$ cat config.mk
export PLATFORM = sky130hd
export DESIGN_NAME = cssc_ctrl
export DESIGN_NICKNAME = d
export VERILOG_FILES = /design/src/hdl/cssc_pkg.sv /design/src/hdl/cssc_sync.sv /design/src/hdl/cssc_ctrl.sv
export VERILOG_INCLUDE_DIRS = /design/src /design/src/hdl
export SDC_FILE = /design/constraint.sdc
export NUM_CORES = 1
export LEC_CHECK = 0
export ABC_CLOCK_PERIOD_IN_PS = 2740
export BUFFER_PORTS_ARGS = -buffer_cell sky130_fd_sc_hd__buf_2
export CELL_PAD_IN_SITES_DETAIL_PLACEMENT = 0
export CELL_PAD_IN_SITES_GLOBAL_PLACEMENT = 1
export CORE_UTILIZATION = 40
export DETAILED_ROUTE_END_ITERATION = 8
export PLACE_DENSITY = 0.72
export SLEW_MARGIN = 30
export SYNTH_ARGS = -nofsm -noshare
export SYNTH_HDL_FRONTEND = slang
export SYNTH_HIERARCHICAL = 1
export SYNTH_SLANG_ARGS = --single-unit
$ cat constraint.sdc
create_clock -name clk_sys -period 2.74 [get_ports clk_sys]
set_input_delay 0.274 -clock clk_sys [delete_from_list [all_inputs] [get_ports clk_sys]]
set_output_delay 0.274 -clock clk_sys [all_outputs]
set_load 0.05 [all_outputs]
$ cat src/hdl/cssc_map.svh
// Register offsets, field positions, reset values of the serial channel.
// Assumes byte addresses on a 32-bit classic Wishbone bus.
`ifndef CSSC_MAP_SVH
`define CSSC_MAP_SVH

// Word indices (one aligned word each; byte address = index * 4)
`define CSSC_A_SOE    6'h00
`define CSSC_A_CLR    6'h01
`define CSSC_A_MSK    6'h02
`define CSSC_A_LAT    6'h03
`define CSSC_A_DIR    6'h04
`define CSSC_A_STOP   6'h05
`define CSSC_A_CFG    6'h06
`define CSSC_A_STAT   6'h07
`define CSSC_A_START  6'h08
`define CSSC_A_DATA   6'h09
`define CSSC_A_IST    6'h0a
`define CSSC_A_ICLR   6'h0b
`define CSSC_A_IEN    6'h0c

// Field positions
`define CSSC_B_OVF    0
`define CSSC_B_PEF    1
`define CSSC_B_FEF    2
`define CSSC_B_TMSK   3
`define CSSC_B_HS     4
`define CSSC_B_TXD    0
`define CSSC_B_EOC    10
`define CSSC_B_DLS    0

// Reset values
`define CSSC_R_MSK    8'h08
`define CSSC_R_LAT    8'h17
`define CSSC_R_DIR    8'hff
`define CSSC_R_CFG    16'hc007

`endif

$ cat src/hdl/cssc_pkg.sv
// Types of the clocked serial slave channel.
// Assumes cssc_map.svh for all numeric constants.
package cssc_pkg;

    // Transmit/receive enable field
    typedef enum logic [1:0] {
        CSSC_OFF = 2'b00,
        CSSC_RX  = 2'b01,
        CSSC_TX  = 2'b10,
        CSSC_TRX = 2'b11
    } cssc_mode_e;

    // Whole state of the channel controller
    typedef struct packed {
        logic        soe;
        logic [7:0]  msk;
        logic [7:0]  lat;
        logic [7:0]  dir;
        logic [15:0] cfg;
        logic        en;
        logic        fef;
        logic        pef;
        logic        ovf;
        logic [7:0]  txd;
        logic [7:0]  rxd;
        logic        rxf;
        logic [7:0]  sh;
        logic [6:0]  rsh;
        logic [3:0]  cnt;
        logic        sck_q;
        logic        ss_q;
        logic        hs_pend;
        logic [1:0]  ist;
        logic [1:0]  ien;
        logic        irq;
        logic        ack;
        logic [31:0] dat;
        logic [4:0]  po;
        logic [4:0]  poe;
    } cssc_state_s;

endpackage : cssc_pkg

$ cat src/hdl/cssc_sync.sv
// Three-stage input synchroniser with agreement filter.
// Assumes asynchronous inputs; output changes once stages two and three agree.
`timescale 1ns/100ps
module cssc_sync #(
    parameter int         W   = 1,
    parameter logic [W-1:0] RST = '1
) (
    // Clock and reset
    input  wire logic         clk_sys,
    input  wire logic         srst,
    // Raw and filtered levels
    input  wire logic [W-1:0] din,
    output logic      [W-1:0] dout
);
    logic [W-1:0] s1_reg, s2_reg, s3_reg;

    ////////////////////////////////////////////////////////////////
    // Stage one feeds only stage two
    always_ff @(posedge clk_sys) begin
        if (srst) begin
            s1_reg <= RST;
            s2_reg <= RST;
            s3_reg <= RST;
            dout   <= RST;
        end else begin
            s1_reg <= din;
            s2_reg <= s1_reg;
            s3_reg <= s2_reg;
            for (int i = 0; i < W; i++) begin
                if (s2_reg[i] == s3_reg[i]) begin
                    dout[i] <= s3_reg[i];
                end
            end
        end
    end
endmodule : cssc_sync

$ cat src/hdl/cssc_ctrl.sv
// Control of one clocked serial slave channel with busy/ready handshake.
// Assumes a classic Wishbone master and an external master driving sck/select.
// Notes on behaviour
// - Engine drives data pin only if enabled
// - Clear bit 2 clears framing error
// - Clear bit 1 clears parity error
// - Clear bit 0 clears overrun error
// - Stop bit clears channel enable status
// - Mode field: off, rx, tx, both
// - Error interrupt only when control bit set
// - Select release: busy high, then input
// - Select release: data pin becomes input
// - Direction bit 0 output, 1 input
// - Transfer mask 1 blocks transfer interrupt
// - Length bit: 0 seven, 1 eight bits
//
// Local design decisions: the register addresses and the Wishbone slave port.
`timescale 1ns/100ps
`include "cssc_map.svh"
module cssc_ctrl (
    // Clock and reset
    input  wire logic        clk_sys,
    input  wire logic        srst,
    // Wishbone slave
    input  wire logic        wb_cyc_i,
    input  wire logic        wb_stb_i,
    input  wire logic        wb_we_i,
    input  wire logic [7:0]  wb_adr_i,
    input  wire logic [3:0]  wb_sel_i,
    input  wire logic [31:0] wb_dat_i,
    output logic      [31:0] wb_dat_o,
    output logic             wb_ack_o,
    // Link pins
    input  wire logic        sck_i,
    input  wire logic        si_i,
    input  wire logic        ss_n_i,
    // Port 0 pins 4..0
    output logic      [4:0]  p0_o,
    output logic      [4:0]  p0_oe,
    // Interrupt
    output logic             irq_o
);
    import cssc_pkg::*;

    cssc_state_s s, n;
    logic [2:0]  pin_f;
    logic        sck_f, si_f, ss_f;
    logic        rel, sel_go, act, rise, fall, xfer;
    logic        fe, pe, ov, wr, rd, sbit;
    logic [5:0]  adr;
    logic [3:0]  len;
    logic [7:0]  rxv;
    cssc_mode_e  mode;

    // Frame length in bits from the length bit
    function automatic logic [3:0] frame_len(input logic dls);
        frame_len = dls ? 4'd8 : 4'd7;
    endfunction : frame_len

    // Byte-lane merge of a byte-wide register
    function automatic logic [7:0] lane(input logic [7:0] old, input logic [7:0] v,
                                        input logic en);
        lane = en ? v : old;
    endfunction : lane

    ////////////////////////////////////////////////////////////////
    // Pin synchronisers; sck and select idle high
    cssc_sync #(
        .W   (3),
        .RST (3'b111)
    ) u_sync (
        .clk_sys (clk_sys),
        .srst    (srst),
        .din     ({sck_i, si_i, ss_n_i}),
        .dout    (pin_f)
    );

    assign sck_f = pin_f[2];
    assign si_f  = pin_f[1];
    assign ss_f  = pin_f[0];

    // Bus decode; a write lands at the edge where the master samples ack high
    assign adr = wb_adr_i[7:2];
    assign wr  = wb_cyc_i & wb_stb_i & s.ack & wb_we_i;
    assign rd  = wb_cyc_i & wb_stb_i & ~s.ack & ~wb_we_i;

    ////////////////////////////////////////////////////////////////
    // Next-state logic
    always_comb begin
        n      = s;
        n.ack  = wb_cyc_i & wb_stb_i & ~s.ack;
        n.dat  = 32'h0000_0000;
        mode   = cssc_mode_e'(s.cfg[15:14]);
        len    = frame_len(s.cfg[`CSSC_B_DLS]);
        rel    = ss_f & ~s.ss_q;
        sel_go = ~ss_f & s.ss_q;
        act    = s.en & ~ss_f & (mode != CSSC_OFF);
        rise   = act & sck_f & ~s.sck_q;
        fall   = act & ~sck_f & s.sck_q;
        xfer   = 1'b0;
        fe     = 1'b0;
        pe     = 1'b0;
        ov     = 1'b0;
        rxv    = s.cfg[`CSSC_B_DLS] ? {s.rsh, si_f} : {1'b0, s.rsh[5:0], si_f};
        sbit   = s.cfg[`CSSC_B_DLS] ? s.sh[7] : s.sh[6];
        n.sck_q = sck_f;
        n.ss_q  = ss_f;

        // Register writes
        if (wr) begin
            unique case (adr)
                `CSSC_A_SOE:   n.soe = wb_sel_i[0] ? wb_dat_i[0] : s.soe;
                `CSSC_A_MSK:   n.msk = lane(s.msk, wb_dat_i[7:0], wb_sel_i[0]);
                `CSSC_A_LAT:   n.lat = lane(s.lat, wb_dat_i[7:0], wb_sel_i[0]);
                `CSSC_A_DIR:   n.dir = lane(s.dir, wb_dat_i[7:0], wb_sel_i[0]);
                `CSSC_A_DATA:  n.txd = lane(s.txd, wb_dat_i[7:0], wb_sel_i[0]);
                `CSSC_A_IEN:   n.ien = wb_sel_i[0] ? wb_dat_i[1:0] : s.ien;
                `CSSC_A_CFG: begin
                    n.cfg[7:0]  = lane(s.cfg[7:0], wb_dat_i[7:0], wb_sel_i[0]);
                    n.cfg[15:8] = lane(s.cfg[15:8], wb_dat_i[15:8], wb_sel_i[1]);
                end
                `CSSC_A_CLR: begin
                    if (wb_sel_i[0] && wb_dat_i[`CSSC_B_FEF]) n.fef = 1'b0;
                    if (wb_sel_i[0] && wb_dat_i[`CSSC_B_PEF]) n.pef = 1'b0;
                    if (wb_sel_i[0] && wb_dat_i[`CSSC_B_OVF]) n.ovf = 1'b0;
                end
                `CSSC_A_STOP: begin
                    if (wb_sel_i[0] && wb_dat_i[0]) n.en = 1'b0;
                end
                `CSSC_A_START: begin
                    if (wb_sel_i[0] && wb_dat_i[0]) n.en = 1'b1;
                end
                `CSSC_A_ICLR: begin
                    if (wb_sel_i[0]) n.ist = s.ist & ~wb_dat_i[1:0];
                end
                default: ;
            endcase
        end

        // Register reads; trigger registers read as zero
        if (rd) begin
            unique case (adr)
                `CSSC_A_SOE:   n.dat[0]    = s.soe;
                `CSSC_A_MSK:   n.dat[7:0]  = s.msk;
                `CSSC_A_LAT:   n.dat[7:0]  = s.lat;
                `CSSC_A_DIR:   n.dat[7:0]  = s.dir;
                `CSSC_A_CFG:   n.dat[15:0] = s.cfg;
                `CSSC_A_STAT:  n.dat[7:0]  = {s.en, 3'b000, s.rxf, s.fef, s.pef, s.ovf};
                `CSSC_A_IST:   n.dat[1:0]  = s.ist;
                `CSSC_A_IEN:   n.dat[1:0]  = s.ien;
                `CSSC_A_DATA: begin
                    n.dat[7:0] = s.rxd;
                    n.rxf      = 1'b0;
                end
                default:       n.dat = 32'h0000_0000;
            endcase
        end

        // Shift engine: sample on rising, shift out on falling sck
        if (sel_go) begin
            n.sh  = s.txd;
            n.cnt = 4'd0;
        end
        if (rise) begin
            n.rsh = {s.rsh[5:0], si_f};
            n.cnt = s.cnt + 4'd1;
            if (s.cnt + 4'd1 == len) begin
                xfer  = 1'b1;
                n.cnt = 4'd0;
                n.sh  = s.txd;
            end
        end
        if (fall && s.cnt != 4'd0) begin
            n.sh = {s.sh[6:0], 1'b0};
        end

        // Receive side and error events
        if (xfer && mode[0]) begin
            ov    = s.rxf;
            pe    = s.cfg[9] & ((^rxv) ^ s.cfg[8]);
            n.rxd = rxv;
            n.rxf = 1'b1;
        end
        fe = rel & s.en & (mode != CSSC_OFF) & (s.cnt != 4'd0);
        // Hardware set wins over a clear in the same cycle
        if (fe) n.fef = 1'b1;
        if (pe) n.pef = 1'b1;
        if (ov) n.ovf = 1'b1;

        // Select release: busy level and data pin release first, then release the handshake pin
        n.hs_pend = rel;
        if (rel) begin
            n.lat[`CSSC_B_HS]  = 1'b1;
            n.dir[`CSSC_B_TXD] = 1'b1;
        end
        if (s.hs_pend) begin
            n.dir[`CSSC_B_HS] = 1'b1;
        end

        // Interrupt status and level output
        if (xfer) n.ist[0] = 1'b1;
        if ((fe | pe | ov) && s.cfg[`CSSC_B_EOC]) n.ist[1] = 1'b1;
        n.irq = |({s.ist[1], s.ist[0] & ~s.msk[`CSSC_B_TMSK]} & s.ien);

        // Pins: 0 drives, 1 releases; engine owns data pin only when enabled
        n.poe = ~s.dir[4:0];
        n.po  = s.lat[4:0];
        if (s.soe && mode[1] && act) begin
            n.po[`CSSC_B_TXD] = sbit;
        end
    end

    ////////////////////////////////////////////////////////////////
    // State register
    always_ff @(posedge clk_sys) begin
        if (srst) begin
            s       <= '0;
            s.msk   <= `CSSC_R_MSK;
            s.lat   <= `CSSC_R_LAT;
            s.dir   <= `CSSC_R_DIR;
            s.cfg   <= `CSSC_R_CFG;
            s.sck_q <= 1'b1;
            s.ss_q  <= 1'b1;
            s.po    <= 5'h17;
        end else begin
            s <= n;
        end
    end

    // Outputs straight from the state register
    assign wb_dat_o = s.dat;
    assign wb_ack_o = s.ack;
    assign p0_o     = s.po;
    assign p0_oe    = s.poe;
    assign irq_o    = s.irq;
endmodule : cssc_ctrl

# Word-level counts from Yosys, hierarchy flattened
# Index checks and enable logic that the tools add are counted.
# Widths: inputs -> output; s select.
classes:
  n_addsub: 1
  eq_ne: 18
  muxes: 39
  bitwise: 34
  reduce_logical: 52
ops:
  columns: ["cell", "n"]
  rows:
  - ["$mux 8", 6]
  - ["$reduce_bool 2->1", 20]
  - ["$reduce_and 3->1", 13]
  - ["$pmux 6 s6", 1]
  - ["$eq 6x4->1 const B", 5]
  - ["$eq 6x3->1 const B", 4]
  - ["$mux 19", 1]
  - ["$and 1x1->1", 18]
  - ["$mux 1", 18]
  - ["$mux 4", 4]
  - ["$eq 6x2->1 const B", 2]
  - ["$mux 11", 1]
  - ["$reduce_or 2->1", 5]
  - ["$not 1->1", 9]
  - ["$pmux 1 s9", 1]
  - ["$logic_and 1x1->1", 8]
  - ["$mux 2", 4]
  - ["$pmux 1 s8", 1]
  - ["$reduce_xor 8->1", 1]
  - ["$eq 6x1->1 const B", 1]
  - ["$logic_not 6->1", 1]
  - ["$not 5->5", 1]
  - ["$add 4x1->4 const B", 1]
  - ["$and 2x2->2", 2]
  - ["other kinds (12)", 16]
totals:
  ff_bits: 144
  in_bits: 52
  out_inout_bits: 44
  elab_cells: 183

# Depth between registers and ports, before layout
# Gate-level depths: netlist of run 1.
logic_depth:
  depth_word: 13
  mapped_depth: 8

# By module
# Netlist of run 1, hierarchy kept.
modules_own_cells:
  columns: ["module", "n_inst", "cells_per_inst", "area_each_um2", "seq_area_each_um2"]
  rows:
  - ["cssc_ctrl", 1, 579, 5114.9, 2322.2]
  - ["cssc_sync", 1, 31, 356.6, 240.2]

# Worst setup path before layout of run 1
# Ideal clock, no wire load.
synth_path:
  path_kind: "reg2reg"
  start: "register s[51] (netlist name)"
  end: "register s[47] (netlist name)"
  arrival_time_ps: 1910
  required_ps: 2661
  path_slack_ps: 751
  stages_incl_launch_ff: 8
  cell_sequence: "dfxtp_1 -> inv_1 -> ha_1 -> or3_4 -> mux2i_4 -> and3_4 -> o21ai_2 -> a211oi_2"
synth_via:
  elab_chain_cells: 11
synth_rtl:
  columns: ["item", "line", "rtl"]
  rows:
  - ["start: declaration", "cssc_ctrl.sv:45", "cssc_state_s s, n;"]
  - ["start signal: assignment", "cssc_ctrl.sv:226", "s <= n;"]
  - ["$add 4x1->4", "cssc_ctrl.sv:167", "if (s.cnt + 4'd1 == len) begin"]
  - ["$eq 4x4->1", "cssc_ctrl.sv:167", null]
  - ["$mux 1", "cssc_ctrl.sv:167", null]
  - ["$mux 1", "cssc_ctrl.sv:164", "if (rise) begin"]
  - ["$logic_and 1x1->1", "cssc_ctrl.sv:178", "if (xfer && mode[0]) begin"]
  - ["$mux 1", "cssc_ctrl.sv:178", null]
  - ["$or 1x1->1", "cssc_ctrl.sv:202", "if ((fe | pe | ov) && s.cfg[`CSSC_B_EOC]) n.ist[1] = 1'b1;"]
  - ["$or 1x1->1 (*)", "cssc_ctrl.sv:202", null]
  - ["$logic_and 1x1->1 (*)", "cssc_ctrl.sv:202", null]
  - ["$reduce_bool 2->1 (no source line)", null, null]
  - ["$reduce_and 3->1 (no source line)", null, null]
# Mark *: on every way between the ends. The rest lies on a longest branch, timed or not.
# A chain may end at the register's enable or synchronous reset.

# Worst setup path after layout of run 1
layout_path:
  start: "register s[51] (netlist name)"
  end: "register s[76] (netlist name)"
layout_via:
  elab_chain_cells: 5
layout_rtl:
  columns: ["item", "line"]
  rows:
  - ["$add 4x1->4", "cssc_ctrl.sv:167"]
  - ["$eq 4x4->1", "cssc_ctrl.sv:167"]
  - ["$mux 1", "cssc_ctrl.sv:167"]
  - ["$mux 1", "cssc_ctrl.sv:164"]
  - ["$logic_and 1x1->1", "cssc_ctrl.sv:178"]
# Every way passes these cells.

==> metrics.md, run 1 <==
| Metric | Value |
|---|---|
| CTS-repair resized insts | 0 |
| CP startpoint | s[51] |
| Core Rows | 42 |
| Core Region | 13300 µm² |
| Arrival time worst endpoint | 2.45 ns |
| Biggest register | s |
| Drt drc | 0 |
| Clk root buf | clkbuf_16 |
| Die Span Y | 119 µm |
| Crit path launch type | register |
| Share of layout cells above drive strength 1 | just under 20% |
| Design Power | 0.00427 W |
| Yosys warns | 6 |
| Total number of vias | ~4300 |
| Final Max Slew Viols | 0 |
| Worst Hold Class | in2reg |
| RSZ-0062 raised after global routing | false |
| DR vias/cell | 5.10 |
| Endpoints failing setup | 0 |
| Max Cap Viol | 0 |
| Asr flop ratio synth | 0% |
| Required @ worst endpoint | between 3 and 4 ns |
| Antenna violations before repair | 0 |
| Clock buffer count from CTS | 17 |
| Total GRT Usage | approximately a fifth |
| Max frequency | between 400 and 500 MHz |
| Largest buffer count on any clock path | 2 |
| Final hold vios | 0 |
| IO Port Bufs | 59 |
| CTS tree | built |
| Worst Skew | 0.00692 ns |
| Post-synthesis average cell area | between 8 and 9 µm² |
| Worst R2R Path Depth | 7 |
| Hpwl dp | just over 9000 µm |
| Max reg flops | 82 |
| R2r startpoint | s[51] |
| Die Wd | 119 µm |
| Worst-Margin Slew | 0.588 ns |
| Post-synth top area cell | dfxtp_1 |
| Post-synth top flop | dfxtp_1 |
| Synth top area share | 46.8% |
| First-pass GRT wire length | 21000 µm |
| Status | complete, no violations |
| Largest net degree at the start of global routing | 55 |
| Post-CTS Setup Bufs | 0 |
| Max_slew headroom | 60.7% |
| Pwr dens | 678 nW/µm² |
| Netlist cell types | 58 |
| Peak VDD IR | 396 µV |
| Antenna Nets Post-Route | 0 |
| Nets | 701 |
| # clock sinks | 128 |
| Crit path kind | reg2reg |
| Total Routed Length | between 10000 and 15000 µm |
| Clk pin slew, worst setup/hold paths | 0.05 ns |
| ANT cells | 0 |
| Fin crit share | 79.1% |
| Initial Util | 41.2% |
| Pleak | 2.59 nW |
| Top Ports | 96 |
| Pre-antenna DRT Iters | 7 |
| WL/cell | 15.5 µm |
| Synth Cell Area | 5470 µm² |
| FF-to-FF End | s[76] |
| Seq/Total Area, Yosys | a little under half |
| GPL Wtd Cong | 0.839 |
| Critical path endpoint | s[76] |
| #FFs+latches synth | 128 |
| Initial DRC Count | between 300 and 400 |
| Cells after Synth | 610 |
| Post-synth EDFFs | 0 |
| Minimum clock period | 2.17 ns |
| CP max FO | 9 |
| Top post-synthesis cells by area | dfxtp_1 47%, buf_4 6.0%, mux2i_1 6.0% |
| Clock Latency Late Sink | between 0.4 and 0.5 ns |
| DIE AREA | 14200 µm² |
| Area delta synth->final | 15.2% |
| Crit end category | register |
| TNS Setup | 0 ns |
| FF-to-FF setup slack | 0.57 ns |
| Hold Buf Count CTS | 0 |
| Level count of the clock H-tree | 4 |
| Grt ovf | 0 |
| Vias in the first global route | between 3000 and 4000 |
## where the power goes
group | switching, W | leakage, nW | internal (W)
clock | 0.000798 | 0.285 | 0.00143
sequential | 0.00000279 | 1.03 | 0.00187
combinational | 0.000132 | 1.28 | 0.0000419
total | 0.000933 | 2.59 | 0.00334
## cells in the mapped netlist (all sizes together) (5+ instances only)
| library cell | number |
|---|---|
| and2 | 11 |
| nor2 | 66 |
| a222oi | 6 |
| nand3 | 42 |
| or2 | 16 |
| nand2 | 80 |
| o21ai | 13 |
| o21bai | 5 |
| nor2b | 6 |
| clkbuf | 18 |
| a22oi | 12 |
| nor3 | 6 |
| xnor2 | 5 |
| inv | 9 |
| buf | 52 |
| a211o | 5 |
| mux2i | 34 |
| dfxtp | 128 |
| nand3b | 13 |
| a21oi | 44 |
## area by class of cell
cell class	count	area (µm²)
clock inverters	9	106
inverters	9	33.8
flip-flops and latches	128	2560
clock buffers	23	488
repair buffers	73	400
multi-input cells	418	2490
fillers	1286	6990
well taps	176	220
## metrics by stage
step	cells	setup WS (ns)	cell area (µm²)	util, %	hold slack [ns]
6_report	836	0.572	6300	47.4	0.0360
5_1_grt	836	0.406	6300	47.4	0.0228
4_1_cts	836	0.554	6300	47.4	0.0156
3_5_place_dp	804	0.580	5710	42.9	0.389
3_3_place_gp	804	0.616	5710	42.9	0.385
2_1_floorplan	625	0.751	5530	-	0.371
## layer usage
| layer | up-vias | part of all wire, % | track usage, % |
|---|---|---|---|
| met4 | 0 | 1.3 | 7.83 |
| met5 | - | 0 | 0 |
| met1 | 2030 | 48 | 26.6 |
| li1 | 2104 | - | - |
| met3 | 14 | 4.7 | 4.36 |
| met2 | 117 | 46 | 29.4 |
## cell usage in the layout (no fill, tap or decap), types with 3 or more instances in the layout
| cell | instances |
|---|---|
| nor2b_1 | 6 |
| nand2b_1 | 3 |
| a222oi_1 | 6 |
| xnor2_1 | 4 |
| xor2_1 | 3 |
| inv_1 | 9 |
| nand3b_1 | 13 |
| nor2_1 | 64 |
| o21ai_0 | 4 |
| mux2i_1 | 33 |
| o21ai_1 | 7 |
| a22oi_1 | 12 |
| conb_1 | 16 |
| and2_1 | 11 |
| dfxtp_1 | 128 |
| buf_4 | 14 |
| mux2_2 | 4 |
| buf_2 | 59 |
| a22o_1 | 3 |
| nor3_1 | 6 |
| or2_1 | 10 |
| a211o_1 | 5 |
| clkbuf_8 | 4 |
| o21bai_1 | 5 |
| clkinv_2 | 3 |
| a31oi_1 | 3 |
| clkinvlp_4 | 3 |
| a21oi_1 | 43 |
| clkbuf_16 | 17 |
| nand3_1 | 39 |
| nand2_1 | 80 |
| or2_2 | 6 |
## worst min-delay path by stage
| stage | to | slack [ns] | depth (start not counted) | from |
|---|---|---|---|---|
| floorplan | u_sync/s1_reg[0] | 0.37 | 1 | ss_n_i |
| global placement | u_sync/s2_reg[1] | 0.38 | 1 | u_sync/s1_reg[1] |
| detailed placement | u_sync/s2_reg[1] | 0.39 | 1 | u_sync/s1_reg[1] |
| CTS | u_sync/s1_reg[2] | 0.02 | 2 | sck_i |
| global route | u_sync/s1_reg[1] | 0.02 | 2 | si_i |
| finish | u_sync/s1_reg[2] | 0.04 | 2 | sck_i |
## kinds of logic after synthesis
logic type | count (synthesis) | share of synthesized area (%)
buffers and inverters | 79 | 8.69
AND/OR/NAND/NOR | 252 | 22.5
multiplexers | 38 | 7.27
adder cells (fa/ha/maj) | 2 | 0.457
AO/OA/AOI/OAI | 101 | 12.1
other | 1 | 0.0685
XOR/XNOR | 9 | 2.04
flip-flops | 128 | 46.8
## worst max-delay path, stage by stage (launching register included)
cell     delay [ns]
dfxtp_1        0.43
inv_1          0.07
ha_1           0.32
or3_4          0.40
mux2i_4        0.31
nand3_4        0.22
mux2i_1        0.21
nor2_1         0.05
(Power assumes the default switching activity.)
==> run 2, diff against run 1 <==
Settings changed: ABC_CLOCK_PERIOD_IN_PS 2740 to 2200.
Clock period 2.74 ns to 2.2 ns, I/O delays scaled along.
==> metrics.md, run 2 (synthesized netlist as in run 1, its figures left out) <==
| Metric | Value |
|---|---|
| Largest net degree at the start of global routing | 51 |
| FF-to-FF setup slack | 0.13 ns |
| DP Worst Slack | just under 0.05 ns |
| Required @ worst endpoint | 2.54 ns |
| Core Region | 13300 µm² |
| Worst-Margin Slew | between 0.6 and 0.7 ns |
| Die Wd | 119 µm |
| Pwr dens | between 800 and 900 nW/µm² |
| Worst Skew | ~0.0080 ns |
| Total number of vias | ~4400 |
| Most common cell after layout, fill and taps aside | dfxtp_1 |
| Minimum clock period | 2.07 ns |
| # clock sinks | 128 |
| Final Worst Setup Slack | between 0.1 and 0.15 ns |
| Grt ovf | 0 |
| Initial DRC Count | 329 |
| Max reg flops | 82 |
| TNS Setup | 0 ns |
| Area delta synth->final | 16.8% |
| DIE AREA | 14200 µm² |
| Max frequency | slightly below 500 MHz |
| Top Ports | 96 |
| Endpoints failing setup | 0 |
| Clk root buf | clkbuf_16 |
| Layout Utilization | 48.1% |
| Crit path launch type | register |
| Critical path endpoint | s[47] |
| Crit end category | register |
| Drt drc | 0 |
| DR vias/cell | 5.23 |
| Worst Hold Class | in2reg |
| Max_slew headroom | about three fifths |
| IO Port Bufs | between 50 and 60 |
| Max Cap Viol | 0 |
| Level count of the clock H-tree | 4 |
| Die Span Y | 119 µm |
| Pleak | roughly 2.6 nW |
| FF-to-FF End | s[47] |
| Non-filler cells, final | 841 |
| Clock Latency Late Sink | 0.42 ns |
| Clk pin slew, worst setup/hold paths | 0.06 ns |
| Antenna violations before repair | 0 |
| Antenna Nets Post-Route | 0 |
| Total Routed Length | approximately 13000 µm |
| WL/cell | 15.8 µm |
| Initial Util | 41.2% |
| Biggest cell delay along the critical path | 0.41 ns |
| Slowest CP cell | or3_4 |
| Largest buffer count on any clock path | 2 |
| Fin crit share | 94.3% |
| Core Rows | 42 |
| Pre-antenna DRT Iters | 8 |
| Status | complete, no violations |
| Area of placed instances | 5720 µm² |
| Vias in the first global route | about 4000 |
| Crit path kind | reg2reg |
| Final Max Slew Viols | 0 |
| Share of layout cells above drive strength 1 | between 10% and 20% |
| Hpwl dp | roughly 9300 µm |
| Fin area | 6390 µm² |
| Cell total after placement | 806 |
| Arrival time worst endpoint | 2.42 ns |
| Worst R2R Path Depth | 8 |
| Final hold vios | 0 |
| Worst-path cell chain | inv_1 -> ha_1 -> or3_4 -> mux2i_4 -> buf_12 -> and3_4 -> o21ai_2 -> a211oi_2 |
| RSZ-0062 raised after global routing | false |
| Most frequent cells in the layout | 127 x dfxtp_1, 80 x nand2_1, 64 x nor2_1 |
| CP startpoint | s[51] |
| GPL Wtd Cong | just over 0.9 |
| First-pass GRT wire length | 20900 µm |
| Peak VDD IR | 497 µV |
| Nets | 707 |
| Biggest register | s |
| CTS tree | built |
| CP max FO | 6 |
| Total GRT Usage | 19.5% |
| ANT cells | 0 |
| Clock buffer count from CTS | 17 |
| R2r startpoint | s[51] |
-- run 2: per-stage QoR --
step | hold slack, ns | total power [W]
3_5_place_dp | 0.391 | 0.00260
3_3_place_gp | 0.388 | 0.00260
5_1_grt | 0.0352 | 0.00566
4_1_cts | 0.0298 | 0.00553
2_1_floorplan | 0.317 | 0.00255
6_report | 0.0370 | 0.00549
-- run 2: cell type report --
cell class,instances,area (µm²)
clock buffer,20,457
fill,1285,6900
sequential,128,2560
multi-input combinational,418,2490
inverter,9,33.8
clock inverter,11,163
tap,176,220
timing repair buffer,79,465
-- run 2: what timing repair did --
action	4_1_cts	5_1_grt
setup buffers	0	1
resized for setup	0	1
endpoints found under the hold margin	3	0
hold buffers	3	0
endpoints found under the setup margin	0	17
-- run 2: how the worst min path moves through the flow --
stage                                 from               end  slack, ns  cells after the start
after global placement    u_sync/s1_reg[2]  u_sync/s2_reg[2]       0.39                      1
after floorplan                     ss_n_i  u_sync/s1_reg[0]       0.32                      1
after detailed placement  u_sync/s1_reg[0]  u_sync/s2_reg[0]       0.39                      1
final                          wb_dat_i[8]             s[99]       0.04                      3
after global routing           wb_dat_i[9]            s[100]       0.04                      3
after CTS                      wb_dat_i[8]             s[99]       0.03                      3
-- run 2: layer usage --
metal / global-route usage (%) / wire (µm) / up-vias / part of all wire, %
met4: 8.47 / 193 / 0 / 1.4
met3: 4.93 / 880 / 16 / 6.6
met2: 29.4 / 6070 / 165 / 46
met5: 0 / 0 / - / 0
met1: 26.2 / 6170 / 2085 / 46
li1: - / - / 2129 / -
-- run 2: power by group --
part           total, W  switching, W  internal, W
combinational  0.000224      0.000168    0.0000568
sequential      0.00233    0.00000372      0.00233
clock           0.00293      0.000995      0.00194
-- run 2: critical path, delay by kind of cell, from the launching register on --
kind / cells / cell delay [ns]
flops: 1 / 0.38
simple gates: 2 / 0.63
fa+ha+maj: 1 / 0.33
compound gates: 2 / 0.26
mux: 1 / 0.17
buf+inv: 2 / 0.22
